--- config.mk ---
export PLATFORM = sky130hd
export DESIGN_NAME = pll_phase_ctl
export DESIGN_NICKNAME = d
export VERILOG_FILES = /design/src/pll_ctl_pkg.sv /design/src/pll_fifo.sv /design/src/pll_delay.sv /design/src/pll_phase_ctl.sv
export SDC_FILE = /design/constraint.sdc
export NUM_CORES = 1
export LEC_CHECK = 0
export BUFFER_PORTS_ARGS = -buffer_cell sky130_fd_sc_hd__clkbuf_2
export CELL_PAD_IN_SITES_DETAIL_PLACEMENT = 0
export CELL_PAD_IN_SITES_GLOBAL_PLACEMENT = 1
export CORE_AREA = 2 2 175 177
export CTS_BUF_LIST = sky130_fd_sc_hd__clkbuf_8
export CTS_CLUSTER_DIAMETER = 80
export CTS_CLUSTER_SIZE = 40
export DETAILED_ROUTE_END_ITERATION = 8
export DIE_AREA = 0 0 177 179
export PLACE_DENSITY_LB_ADDON = 0.1
export REMOVE_ABC_BUFFERS = 1
export SLEW_MARGIN = 20
export SYNTH_ARGS = -nofsm -noshare
export SYNTH_HDL_FRONTEND = slang
export SYNTH_HIERARCHICAL = 1
export SYNTH_SLANG_ARGS = --single-unit
--- constraint.sdc ---
create_clock -name sys_clk -period 4.4 [get_ports sys_clk]
set_input_delay 0.88 -clock sys_clk [delete_from_list [all_inputs] [get_ports sys_clk]]
set_output_delay 0.88 -clock sys_clk [all_outputs]
set_load 0.01 [all_outputs]
--- src/pll_ctl_pkg.sv ---
package pll_ctl_pkg;
  // ****************************************
  // Register map
  // ****************************************
  localparam logic [11:0] ctrl_addr = 12'h000;
  localparam logic [11:0] stat_addr = 12'h004;
  localparam logic [11:0] lock_addr = 12'h008;
  localparam logic [11:0] cnt_addr = 12'h00c;
  localparam logic [31:0] ctrl_reset = 32'h0000_0011;
  localparam logic [31:0] lock_reset = 32'h0000_0010;
  // ****************************************
  // Control fields
  // ****************************************
  localparam int ctrl_code_lo = 0;
  localparam int ctrl_acq_en_bit = 4;
  localparam int ctrl_fifo_en_bit = 5;
  // ****************************************
  // Code types and divisors
  // ****************************************
  localparam logic [2:0] code_gcr = 3'h0;
  localparam logic [2:0] code_mfm = 3'h1;
  localparam logic [2:0] code_17 = 3'h2;
  localparam logic [2:0] code_18 = 3'h3;
  localparam logic [2:0] code_27h = 3'h4;
  localparam logic [2:0] code_27l = 3'h5;
  localparam logic [2:0] div_one = 3'h1;
  localparam logic [2:0] div_two = 3'h2;
  localparam logic [2:0] div_three = 3'h3;
  localparam logic [2:0] div_four = 3'h4;
  // ****************************************
  // Timing
  // ****************************************
  localparam int sys_clk_mhz = 50;
  localparam int half_period_ns = 100;
  localparam int half_period_cyc_raw =
      (half_period_ns * sys_clk_mhz + 999) / 1000;
  localparam int half_period_cyc =
      (half_period_cyc_raw < 1) ? 1 : half_period_cyc_raw;
  localparam int fifo_width = 8;
  localparam int fifo_depth = 8;
  typedef enum logic [1:0] {
    mode_ref = 2'b00,
    mode_acq = 2'b01,
    mode_gate = 2'b11,
    mode_spare = 2'b10
  } mode_t;
endpackage : pll_ctl_pkg

--- src/pll_fifo.sv ---
`timescale 1ns/1ps
module pll_fifo #(
  parameter int width = 8,
  parameter int depth = 8
) (
  input wire logic sys_clk,
  input wire logic srst,
  input wire logic in_valid,
  output logic in_ready,
  input wire logic [width-1:0] in_data,
  output logic out_valid,
  input wire logic out_ready,
  output logic [width-1:0] out_data
);
  localparam int aw = $clog2(depth);
  logic [width-1:0] mem [depth];
  logic [aw-1:0] wr_q;
  logic [aw-1:0] rd_q;
  logic [aw:0] cnt_q;
  wire push = in_valid && in_ready;
  wire pop = out_valid && out_ready;
  assign in_ready = (cnt_q != depth[aw:0]);
  assign out_valid = (cnt_q != '0);
  assign out_data = mem[rd_q];
  always_ff @(posedge sys_clk) begin
    if (push) begin
      mem[wr_q] <= in_data;
    end
  end
  always_ff @(posedge sys_clk) begin
    if (srst) begin
      wr_q <= '0;
      rd_q <= '0;
      cnt_q <= '0;
    end else begin
      if (push) wr_q <= (wr_q == aw'(depth - 1)) ? '0 : wr_q + 1'b1;
      if (pop) rd_q <= (rd_q == aw'(depth - 1)) ? '0 : rd_q + 1'b1;
      cnt_q <= cnt_q + {aw'(0), push} - {aw'(0), pop};
    end
  end
endmodule : pll_fifo

--- src/pll_delay.sv ---
`timescale 1ns/1ps
module pll_delay #(
  parameter int taps = 5
) (
  input wire logic sys_clk,
  input wire logic srst,
  input wire logic step_en,
  input wire logic din,
  output logic dout
);
  // Shifting only on the reference-derived step keeps the delay tied to
  // that clock rather than to the fast system clock.
  logic [taps-1:0] line_q;
  assign dout = line_q[taps-1];
  always_ff @(posedge sys_clk) begin
    if (srst) begin
      line_q <= '0;
    end else if (step_en) begin
      line_q <= {line_q[taps-2:0], din};
    end else if (din) begin
      line_q[0] <= 1'b1;
    end
  end
endmodule : pll_delay

--- src/pll_phase_ctl.sv ---
// Implementation choices: register access over APB and the register addresses.
`timescale 1ns/1ps
// How it works
// - Phase is judged only from rising edges of reference and oscillator.
// - Latch pair: up when reference leads, down when it lags.
// - Up gates sourcing current, down gates sinking current while held.
// - Ungated comparison acts as frequency discriminator toward reference.
// - A data bit opens the gate for exactly the next oscillator edge.
// - No data bit means closed gate, no comparison, no pump output.
// - Data opens gate at once, reaches detector half a period later.
// - Bits up to half a cycle off still meet the correct edge.
// - Data delay is stepped from the double-rate reference clock.
// - Frequency lock bypasses the pulse gate internally.
// - Non-read mode tracks the reference with the gate bypassed.
// - Preamble acquisition divides the oscillator by the code's divisor.
// - Detected frequency lock returns to gated mode before data.
module pll_phase_ctl (
  input wire logic sys_clk,
  input wire logic srst,
  input wire logic double_rate_reference_clock,
  input wire logic oscillator_frequency,
  input wire logic read_data,
  input wire logic read_gate,
  input wire logic psel,
  input wire logic penable,
  input wire logic pwrite,
  input wire logic [11:0] paddr,
  input wire logic [31:0] pwdata,
  output logic [31:0] prdata,
  output logic pready,
  output logic pslverr,
  output logic pump_up,
  output logic pump_down,
  output logic acq_mode,
  output logic gated_mode,
  output logic [7:0] win_data,
  output logic win_valid,
  input wire logic win_ready
);
  // ****************************************
  // Edge detection
  // ****************************************
  logic ref_q;
  logic osc_q;
  logic dat_q;
  logic rg_q;
  logic ref_half_q;
  wire ref_rise = double_rate_reference_clock && !ref_q;
  wire osc_rise = oscillator_frequency && !osc_q;
  wire dat_rise = read_data && !dat_q;
  wire rg_rise = read_gate && !rg_q;
  wire rg_fall = !read_gate && rg_q;
  // The reference runs at twice the bit rate, so every second edge is one
  // reference cycle and each edge marks half an oscillator period.
  wire ref_cycle = ref_rise && ref_half_q;
  always_ff @(posedge sys_clk) begin
    if (srst) begin
      ref_q <= 1'b0;
      osc_q <= 1'b0;
      dat_q <= 1'b0;
      rg_q <= 1'b0;
      ref_half_q <= 1'b0;
    end else begin
      ref_q <= double_rate_reference_clock;
      osc_q <= oscillator_frequency;
      dat_q <= read_data;
      rg_q <= read_gate;
      if (ref_rise) ref_half_q <= !ref_half_q;
    end
  end
  // ****************************************
  // Registers
  // ****************************************
  logic [31:0] ctrl_q;
  logic [31:0] lock_q;
  logic [31:0] cmp_cnt_q;
  logic [31:0] rdata_d;
  logic [31:0] stat_w;
  pll_ctl_pkg::mode_t mode_q;
  pll_ctl_pkg::mode_t mode_d;
  logic locked_q;
  wire acc = psel && penable;
  wire wr = acc && pwrite;
  wire hit_ctrl = (paddr == pll_ctl_pkg::ctrl_addr);
  wire hit_stat = (paddr == pll_ctl_pkg::stat_addr);
  wire hit_lock = (paddr == pll_ctl_pkg::lock_addr);
  wire hit_cnt = (paddr == pll_ctl_pkg::cnt_addr);
  wire hit_any = hit_ctrl || hit_stat || hit_lock || hit_cnt;
  wire [2:0] code_sel = ctrl_q[pll_ctl_pkg::ctrl_code_lo +: 3];
  wire acq_en = ctrl_q[pll_ctl_pkg::ctrl_acq_en_bit];
  wire fifo_en = ctrl_q[pll_ctl_pkg::ctrl_fifo_en_bit];
  assign stat_w = {24'h0, 2'h0, locked_q, pump_down, pump_up,
                   read_gate, mode_q};
  assign rdata_d = hit_ctrl ? ctrl_q :
                   hit_stat ? stat_w :
                   hit_lock ? lock_q :
                   hit_cnt ? cmp_cnt_q : 32'h0;
  always_ff @(posedge sys_clk) begin
    if (srst) begin
      ctrl_q <= pll_ctl_pkg::ctrl_reset;
      lock_q <= pll_ctl_pkg::lock_reset;
      prdata <= 32'h0;
      pready <= 1'b0;
      pslverr <= 1'b0;
    end else begin
      pready <= psel && !pready && penable;
      pslverr <= acc && !pready && !hit_any;
      if (acc && !pready) prdata <= rdata_d;
      // Writes land on the edge where the master samples pready high.
      if (wr && pready && hit_ctrl) ctrl_q <= pwdata;
      if (wr && pready && hit_lock) lock_q <= pwdata;
    end
  end
  // ****************************************
  // Mode control
  // ****************************************
  logic [2:0] divisor;
  always_comb begin
    case (code_sel)
      pll_ctl_pkg::code_gcr: divisor = pll_ctl_pkg::div_one;
      pll_ctl_pkg::code_mfm: divisor = pll_ctl_pkg::div_two;
      pll_ctl_pkg::code_17: divisor = pll_ctl_pkg::div_two;
      pll_ctl_pkg::code_18: divisor = pll_ctl_pkg::div_two;
      pll_ctl_pkg::code_27h: divisor = pll_ctl_pkg::div_three;
      pll_ctl_pkg::code_27l: divisor = pll_ctl_pkg::div_four;
      default: divisor = pll_ctl_pkg::div_two;
    endcase
  end
  // Acquisition trusts the controller to raise read gate at preamble
  // start; starting inside random data would mislock the loop.
  always_comb begin
    mode_d = mode_q;
    case (mode_q)
      pll_ctl_pkg::mode_ref: begin
        if (rg_rise) begin
          mode_d = acq_en ? pll_ctl_pkg::mode_acq : pll_ctl_pkg::mode_gate;
        end
      end
      pll_ctl_pkg::mode_acq: begin
        if (rg_fall) mode_d = pll_ctl_pkg::mode_ref;
        else if (locked_q) mode_d = pll_ctl_pkg::mode_gate;
      end
      pll_ctl_pkg::mode_gate: begin
        if (rg_fall) mode_d = pll_ctl_pkg::mode_ref;
      end
      default: mode_d = pll_ctl_pkg::mode_ref;
    endcase
  end
  wire mode_chg = (mode_d != mode_q);
  // ****************************************
  // Divider, delay and pulse gate
  // ****************************************
  logic [2:0] div_cnt_q;
  logic gate_q;
  logic dly_out;
  wire div_wrap = (div_cnt_q == divisor - 3'h1);
  wire osc_div = osc_rise && div_wrap;
  pll_delay #(.taps(2)) u_delay (
    .sys_clk(sys_clk),
    .srst(srst),
    .step_en(ref_rise),
    .din(dat_rise),
    .dout(dly_out)
  );
  logic dly_q;
  wire dly_rise = dly_out && !dly_q;
  wire is_ref = (mode_q == pll_ctl_pkg::mode_ref);
  wire is_acq = (mode_q == pll_ctl_pkg::mode_acq);
  wire is_gate = (mode_q == pll_ctl_pkg::mode_gate);
  // Reference input: reference cycles, raw data, or delayed data.
  wire cmp_ref = is_ref ? ref_cycle : (is_acq ? dat_rise : dly_rise);
  // Oscillator input: bypassed, divided, or passed by the pulse gate.
  wire cmp_osc = is_ref ? osc_rise :
                 is_acq ? osc_div :
                 (osc_rise && (gate_q || dat_rise));
  always_ff @(posedge sys_clk) begin
    if (srst || mode_chg) begin
      div_cnt_q <= 3'h0;
      gate_q <= 1'b0;
      dly_q <= 1'b0;
    end else begin
      dly_q <= dly_out;
      if (osc_rise) div_cnt_q <= div_wrap ? 3'h0 : div_cnt_q + 3'h1;
      if (osc_rise) gate_q <= 1'b0;
      else if (dat_rise && is_gate) gate_q <= 1'b1;
    end
  end
  // ****************************************
  // Phase frequency detector and lock detect
  // ****************************************
  logic [15:0] good_q;
  wire both = cmp_ref && cmp_osc;
  always_ff @(posedge sys_clk) begin
    if (srst || mode_chg) begin
      pump_up <= 1'b0;
      pump_down <= 1'b0;
    end else if (both || (pump_up && cmp_osc) || (pump_down && cmp_ref)) begin
      pump_up <= 1'b0;
      pump_down <= 1'b0;
    end else if (cmp_ref) begin
      pump_up <= 1'b1;
    end else if (cmp_osc) begin
      pump_down <= 1'b1;
    end
  end
  // Lock is declared after a count of comparisons ending in a tie or in the
  // closing edge after an error of any length; the count is software tunable.
  wire small_err = both || (cmp_osc && pump_up) || (cmp_ref && pump_down);
  wire judged = cmp_ref || cmp_osc;
  always_ff @(posedge sys_clk) begin
    if (srst || mode_chg) begin
      good_q <= 16'h0;
      locked_q <= 1'b0;
    end else if (is_acq && judged && !(pump_up || pump_down) && !both) begin
      good_q <= good_q;
    end else if (is_acq && small_err) begin
      good_q <= good_q + 16'h1;
      if (good_q + 16'h1 >= lock_q[15:0]) locked_q <= 1'b1;
    end
  end
  always_ff @(posedge sys_clk) begin
    if (srst) begin
      mode_q <= pll_ctl_pkg::mode_ref;
      cmp_cnt_q <= 32'h0;
      acq_mode <= 1'b0;
      gated_mode <= 1'b0;
    end else begin
      mode_q <= mode_d;
      acq_mode <= (mode_d == pll_ctl_pkg::mode_acq);
      gated_mode <= (mode_d == pll_ctl_pkg::mode_gate);
      if (both) cmp_cnt_q <= cmp_cnt_q + 32'h1;
    end
  end
  // ****************************************
  // Window data output buffer
  // ****************************************
  // Each oscillator edge in gated mode with fifo_en set closes one window unless a finished byte still waits on a full FIFO; the shifter packs the
  // data seen in each window into bytes for the FIFO.
  logic [7:0] shift_q;
  logic [2:0] bit_q;
  logic hit_q;
  logic push_q;
  logic [7:0] push_data_q;
  logic f_in_ready;
  logic f_valid;
  logic [7:0] f_data;
  wire win_end = is_gate && osc_rise;
  always_ff @(posedge sys_clk) begin
    if (srst || mode_chg) begin
      shift_q <= 8'h0;
      bit_q <= 3'h0;
      hit_q <= 1'b0;
      push_q <= 1'b0;
      push_data_q <= 8'h0;
    end else begin
      if (push_q && f_in_ready) push_q <= 1'b0;
      if (dat_rise) hit_q <= 1'b1;
      if (win_end && fifo_en && !(push_q && !f_in_ready)) begin
        shift_q <= {shift_q[6:0], hit_q || dat_rise};
        hit_q <= 1'b0;
        bit_q <= bit_q + 3'h1;
        if (bit_q == 3'h7) begin
          push_q <= 1'b1;
          push_data_q <= {shift_q[6:0], hit_q || dat_rise};
        end
      end
    end
  end
  pll_fifo #(
    .width(pll_ctl_pkg::fifo_width),
    .depth(pll_ctl_pkg::fifo_depth)
  ) u_fifo (
    .sys_clk(sys_clk),
    .srst(srst),
    .in_valid(push_q),
    .in_ready(f_in_ready),
    .in_data(push_data_q),
    .out_valid(f_valid),
    .out_ready(!win_valid || win_ready),
    .out_data(f_data)
  );
  always_ff @(posedge sys_clk) begin
    if (srst) begin
      win_valid <= 1'b0;
      win_data <= 8'h0;
    end else if (!win_valid || win_ready) begin
      win_valid <= f_valid;
      win_data <= f_data;
    end
  end
endmodule : pll_phase_ctl

# After elaboration in Yosys (flattened, before gate mapping)
# Memories as Yosys holds them, arrays and structs flattened. A register that Yosys moved wholly into a read port is not among the register bits.
# Cells that the tools add are included.
[classes]
n_addsub = 9
mul = 0
div_mod_pow = 0
n_lt_le_gt_ge = 1
eq_ne = 15
n_shift = 0
n_mux = 25
n_bitwise = 2
reduce_logical = 69
[ops]
columns = ["operator", "n"]
rows = [
  ["$mux 32", 4],
  ["$add 32x1->32 const B", 1],
  ["$logic_and 1x1->1", 32],
  ["$eq 12x4->1 const B", 2],
  ["$add 16x1->16 const B", 1],
  ["$ge 16x16->1", 1],
  ["$eq 3x3->1 const B", 5],
  ["$logic_not 1->1", 14],
  ["$add 3x1->3 const B", 4],
  ["$eq 12x3->1 const B", 1],
  ["$logic_not 12->1", 1],
  ["$logic_or 1x1->1", 11],
  ["$mux 1", 11],
  ["$mux 2", 5],
  ["$mux 3", 3],
  ["$pmux 3 s3", 1],
  ["$pmux 2 s3", 1],
  ["$reduce_and 2->1", 3],
  ["$reduce_or 2->1", 3],
  ["$add 4x1->4", 1],
  ["$eq 2x1->1 const B", 2],
  ["$eq 2x2->1 const B", 2],
  ["$ne 4x4->1 const B", 1],
  ["$reduce_bool 4->1", 1],
  ["9 further kinds", 10],
]
[word_totals]
regBits = 196
latchBits = 0
mem_bits_rw = 64
mem_bits_ro = 0
word_cells = 154
mem_count = 1
[mem_list]
columns = ["memory", "words", "width", "rd", "rd_ports_with_merged_regs", "wr", "line", "text"]
rows = [
  ["u_fifo.mem", 8, 8, 1, 1, 1, "pll_fifo.sv:16", "logic [width-1:0] mem [depth];"],
]

# Longest topological paths before layout
[depth]
word_depth = 13
ltp_mapped = 13

# By module
# Netlist, hierarchy kept.
[by_module_without_submodules]
columns = ["module", "n_inst", "cells_each", "area_per_inst_um2"]
rows = [
  ["pll_phase_ctl", 1, 1078, 8753.4],
  ["pll_fifo", 1, 169, 3188.1],
  ["pll_delay", 1, 7, 72.6],
]

# Least setup slack after synthesis
# Ideal clock, no wire load.
[synth_path]
path_kind = "input-to-reg"
startpoint = "input win_ready"
endpoint = "register u_fifo.cnt_q[2]"
setup_time_ns = 0.125
arrival_ns = 2.851
t_required_ns = 4.275
setup_slack_ns = 1.424
stages = 11
path_buffers = 2
cell_sequence = "nor2b_1 clkbuf_1 clkinv_1 and2_1 clkbuf_1 ha_1 inv_1 ha_1 fa_1 xnor2_1 nor2_1"
[synth_between]
elab_chain_len = 3
[synth_lines]
columns = ["item", "line", "text"]
rows = [
  ["from (decl)", "pll_phase_ctl.sv:38", "input wire logic win_ready"],
  ["$logic_or 1x1->1", "pll_phase_ctl.sv:279", ".out_ready(!win_valid || win_ready),"],
  ["$logic_and 1x1->1", "pll_fifo.sv:21", "wire pop = out_valid && out_ready;"],
  ["$sub 4x1->4", "pll_fifo.sv:38", "cnt_q <= cnt_q + {aw'(0), push} - {aw'(0), pop};"],
  ["to (signal assigned)", "pll_fifo.sv:38", ""],
  ["to (decl)", "pll_fifo.sv:19", "logic [aw:0] cnt_q;"],
]
# No other way between the ends.
# A chain may end at the register's enable or synchronous reset.

# Worst setup path in the final report
[layout_path]
startpoint = "register good_q[0]"
endpoint = "register locked_q"
[layout_between]
elab_chain_len = 3
[layout_lines]
columns = ["item", "line", "text"]
rows = [
  ["from (decl)", "pll_phase_ctl.sv:191", "logic [15:0] good_q;"],
  ["from (signal assigned)", "pll_phase_ctl.sv:215", "good_q <= good_q;"],
  ["from (signal assigned)", "pll_phase_ctl.sv:217", "good_q <= good_q + 16'h1;"],
  ["$add 16x1->16", "pll_phase_ctl.sv:218", "if (good_q + 16'h1 >= lock_q[15:0]) locked_q <= 1'b1;"],
  ["$ge 16x16->1", "pll_phase_ctl.sv:218", ""],
  ["$reduce_and 3->1 (no source line)", "n/a", ""],
  ["to (signal assigned)", "pll_phase_ctl.sv:213", "locked_q <= 1'b0;"],
  ["to (signal assigned)", "pll_phase_ctl.sv:218", ""],
  ["to (decl)", "pll_phase_ctl.sv:81", "logic locked_q;"],
]
# No other way between the ends.

==> metrics.txt <==
synth top area cells=dfxtp_1, edfxtp_1, nand2_1; cts hold-fix bufs=0; PortBufs=100; Mapped Avg Cell Area=9.581 um2; CTS clk-pin slew, worst paths=between 150 and 200 ps; leak pwr=4.518 nW; skew final=37.31 ps; ys flop type=dfxtp_1; Design Power=approximately 0.0046 W; R2R Setup Slk=1280 ps; RSZ-0062 raised after global routing=no; Synth top area share=34.49%; total number of vias=8981; end of the critical path=locked_q; HP Class=register to register; Synth async-reset ratio=0%; commonest non-fill, non-tap cell in the layout=nand2_1; CTS tree=done; Area Growth Syn to Fin=11.32%; VDD IR max=0.0002369 V; largest net degree at the start of global routing=146; Worst R2R Path Depth=13; max cap viols=0; IO Count=101; vias in the first global route=8513; site row count=64; # DRC=0; Slew HR=38.83%; Routed Antenna Nets=0; post-DP HPWL=around 19000 um; Data arrival, critical path=3540 ps; antenna violations before repair=0; Critical Path RT=4820 ps; DR WL/cell=16.82 um; Reg-to-Reg End=locked_q; Iteration-0 DRC Markers=506; diode count=0; htree depth=1; number of flops mapped to enable cells by yosys=64; min Tclk post-route=between 3000 and 4000 ps; Synth area leader=dfxtp_1; Critical Path Source=good_q[0]; post-synthesis cell count=1254; Final Max Slew Viols=0; Clock Latency Late Sink=580 ps; post-CTS setup buffer count=0; register area share after synthesis=just over 50%; Worst Tran Pin Value=slightly above 900 ps; root buf cell=clkbuf_8; setup ws final=roughly 1300 ps; CTS resizes=0; NumNets Final=1403; DIE HEIGHT=179 um; Die ar.=31680 um2; # setup viols final=0; first-pass GRT wire length=46430 um; Initial Utilization=40.01%; clock buffer depth=3; status=finished clean; fraction of layout cells with a size suffix above 1=13.41%; Hold Fails Final Rpt=0; CP Capture Type=register; most frequent cells in the layout=nand2_1, dfxtp_1, a21oi_1; fmax=320.3 MHz; clock buffer count from CTS=16; core region area=roughly 30000 um2; WL final=28990 um; CTS sink cnt=271; Period Utilization, post-route=70.96%; total grt overflow=0; Die Span X=177 um; Mapped Area=12010 um2; drt pass-1 iters=4; hold_sp=u_delay/line_q[1]; Worst setup SP type=register; Fin Setup TNS=0 ps; reg2reg start=good_q[0]; detail-routed via count per cell=5.212; Setup CP Type=register to register; gpl congestion=0.7531; Crit Path Max Fanout=6; Ys Warns=6; GRT Util Overall=around 18%; dpl ws=approximately 1100 ps; register bit count reported by yosys=271; fin util=roughly 45%; synth unique cells=approximately 60; PwrDens=346.6 nW/um2
-- through the flow --
step | instance area (um2) | hold slack, ps | cells
after floorplan | 11710 | 421.3 | 1182
after global placement | 12900 | 436.2 | 1695
after detailed placement | 12900 | 433.7 | 1695
after CTS | 13370 | 454.2 | 1723
after global routing | 13370 | 476.3 | 1723
final | 13370 | 452.8 | 1723
-- cells by family (layout without fill, tap and decap cells) --
family | after synthesis | in the layout | share of synthesized area, %
mux | 80 | 80 | 9.519
compound gates | 253 | 253 | 12.14
simple gates | 475 | 475 | 18.31
fa+ha+maj | 32 | 32 | 3.395
xor+xnor | 34 | 34 | 2.479
buf+inv | 109 | 182 | 3.666
flops | 271 | 271 | 50.49
-- state kept, by name, indices dropped and copies added, names as in the netlist, 3 cells and up, named ones only --
name          flops
bit_q             3
u_fifo/mem       64
div_cnt_q         3
win_data          8
shift_q           7
u_fifo/rd_q       3
prdata           32
good_q           16
cmp_cnt_q        32
lock_q           32
u_fifo/wr_q       3
u_fifo/cnt_q      4
ctrl_q           32
push_data_q       8
-- cells in the mapped netlist (4+ instances only) --
| cell | n |
|---|---|
| inv_1 | 36 |
| xnor2_1 | 18 |
| and2_1 | 5 |
| o2111ai_1 | 8 |
| buf_2 | 6 |
| buf_1 | 5 |
| clkbuf_1 | 59 |
| or3_1 | 23 |
| nor2b_1 | 14 |
| dfxtp_1 | 207 |
| a2111oi_0 | 8 |
| and4_1 | 5 |
| nor2_1 | 75 |
| nand4_1 | 9 |
| nand3_1 | 50 |
| a21o_1 | 4 |
| mux2i_1 | 49 |
| a21oi_1 | 148 |
| nand2b_1 | 19 |
| mux2_2 | 9 |
| edfxtp_1 | 64 |
| nand2_1 | 226 |
| mux4_1 | 15 |
| a211oi_1 | 6 |
| or4_1 | 11 |
| nor3_1 | 14 |
| mux4_2 | 7 |
| o31ai_1 | 6 |
| and3_1 | 8 |
| ha_1 | 31 |
| o21ai_0 | 54 |
| xor2_1 | 16 |
-- how the worst min path moves through the flow --
stage	cells after the start	to	slack, ps
after floorplan	2	dly_q	420
after global placement	2	dly_q	440
after detailed placement	2	dly_q	430
after CTS	2	dly_q	450
after global routing	2	prdata[11]	480
final	2	dly_q	450
-- critical path, stage by stage, from the launching register on --
cell,delay (ps)
dfxtp_1,430
ha_1,230
nand3_1,170
nor2_1,370
nand4_1,300
nor2_1,190
xor2_1,90
ha_1,200
a2111oi_0,490
o21ai_0,160
nor2_1,100
o21ai_0,90
nand4_1,100
a311oi_1,80
-- cell type report --
| type | instances | area, um2 |
|---|---|---|
| inverters | 37 | 138.9 |
| well taps | 396 | 495.5 |
| flip-flops and latches | 271 | 6066 |
| multi-input cells | 874 | 5562 |
| fillers | 3000 | 16650 |
| clock buffers | 17 | 234.0 |
| repair buffers | 117 | 643.1 |
| clock inverters | 11 | 235.2 |
-- where the power goes --
group / internal [W] / total [W] / switching, W
combinational: 0.000210 / 0.000447 / 0.000238
clock: 0.000481 / 0.00150 / 0.00102
sequential: 0.00260 / 0.00268 / 0.0000883
total: 0.00329 / 0.00464 / 0.00135
-- per-layer routing --
layer / share of wire, % / up-vias / track usage, %
met1: 47 / 4307 / 24.65
met4: 1.1 / 0 / 3.306
met2: 49 / 107 / 32.02
met5: 0 / - / 0
li1: - / 4545 / -
met3: 3.1 / 22 / 2.057
(Power assumes the default switching activity.)
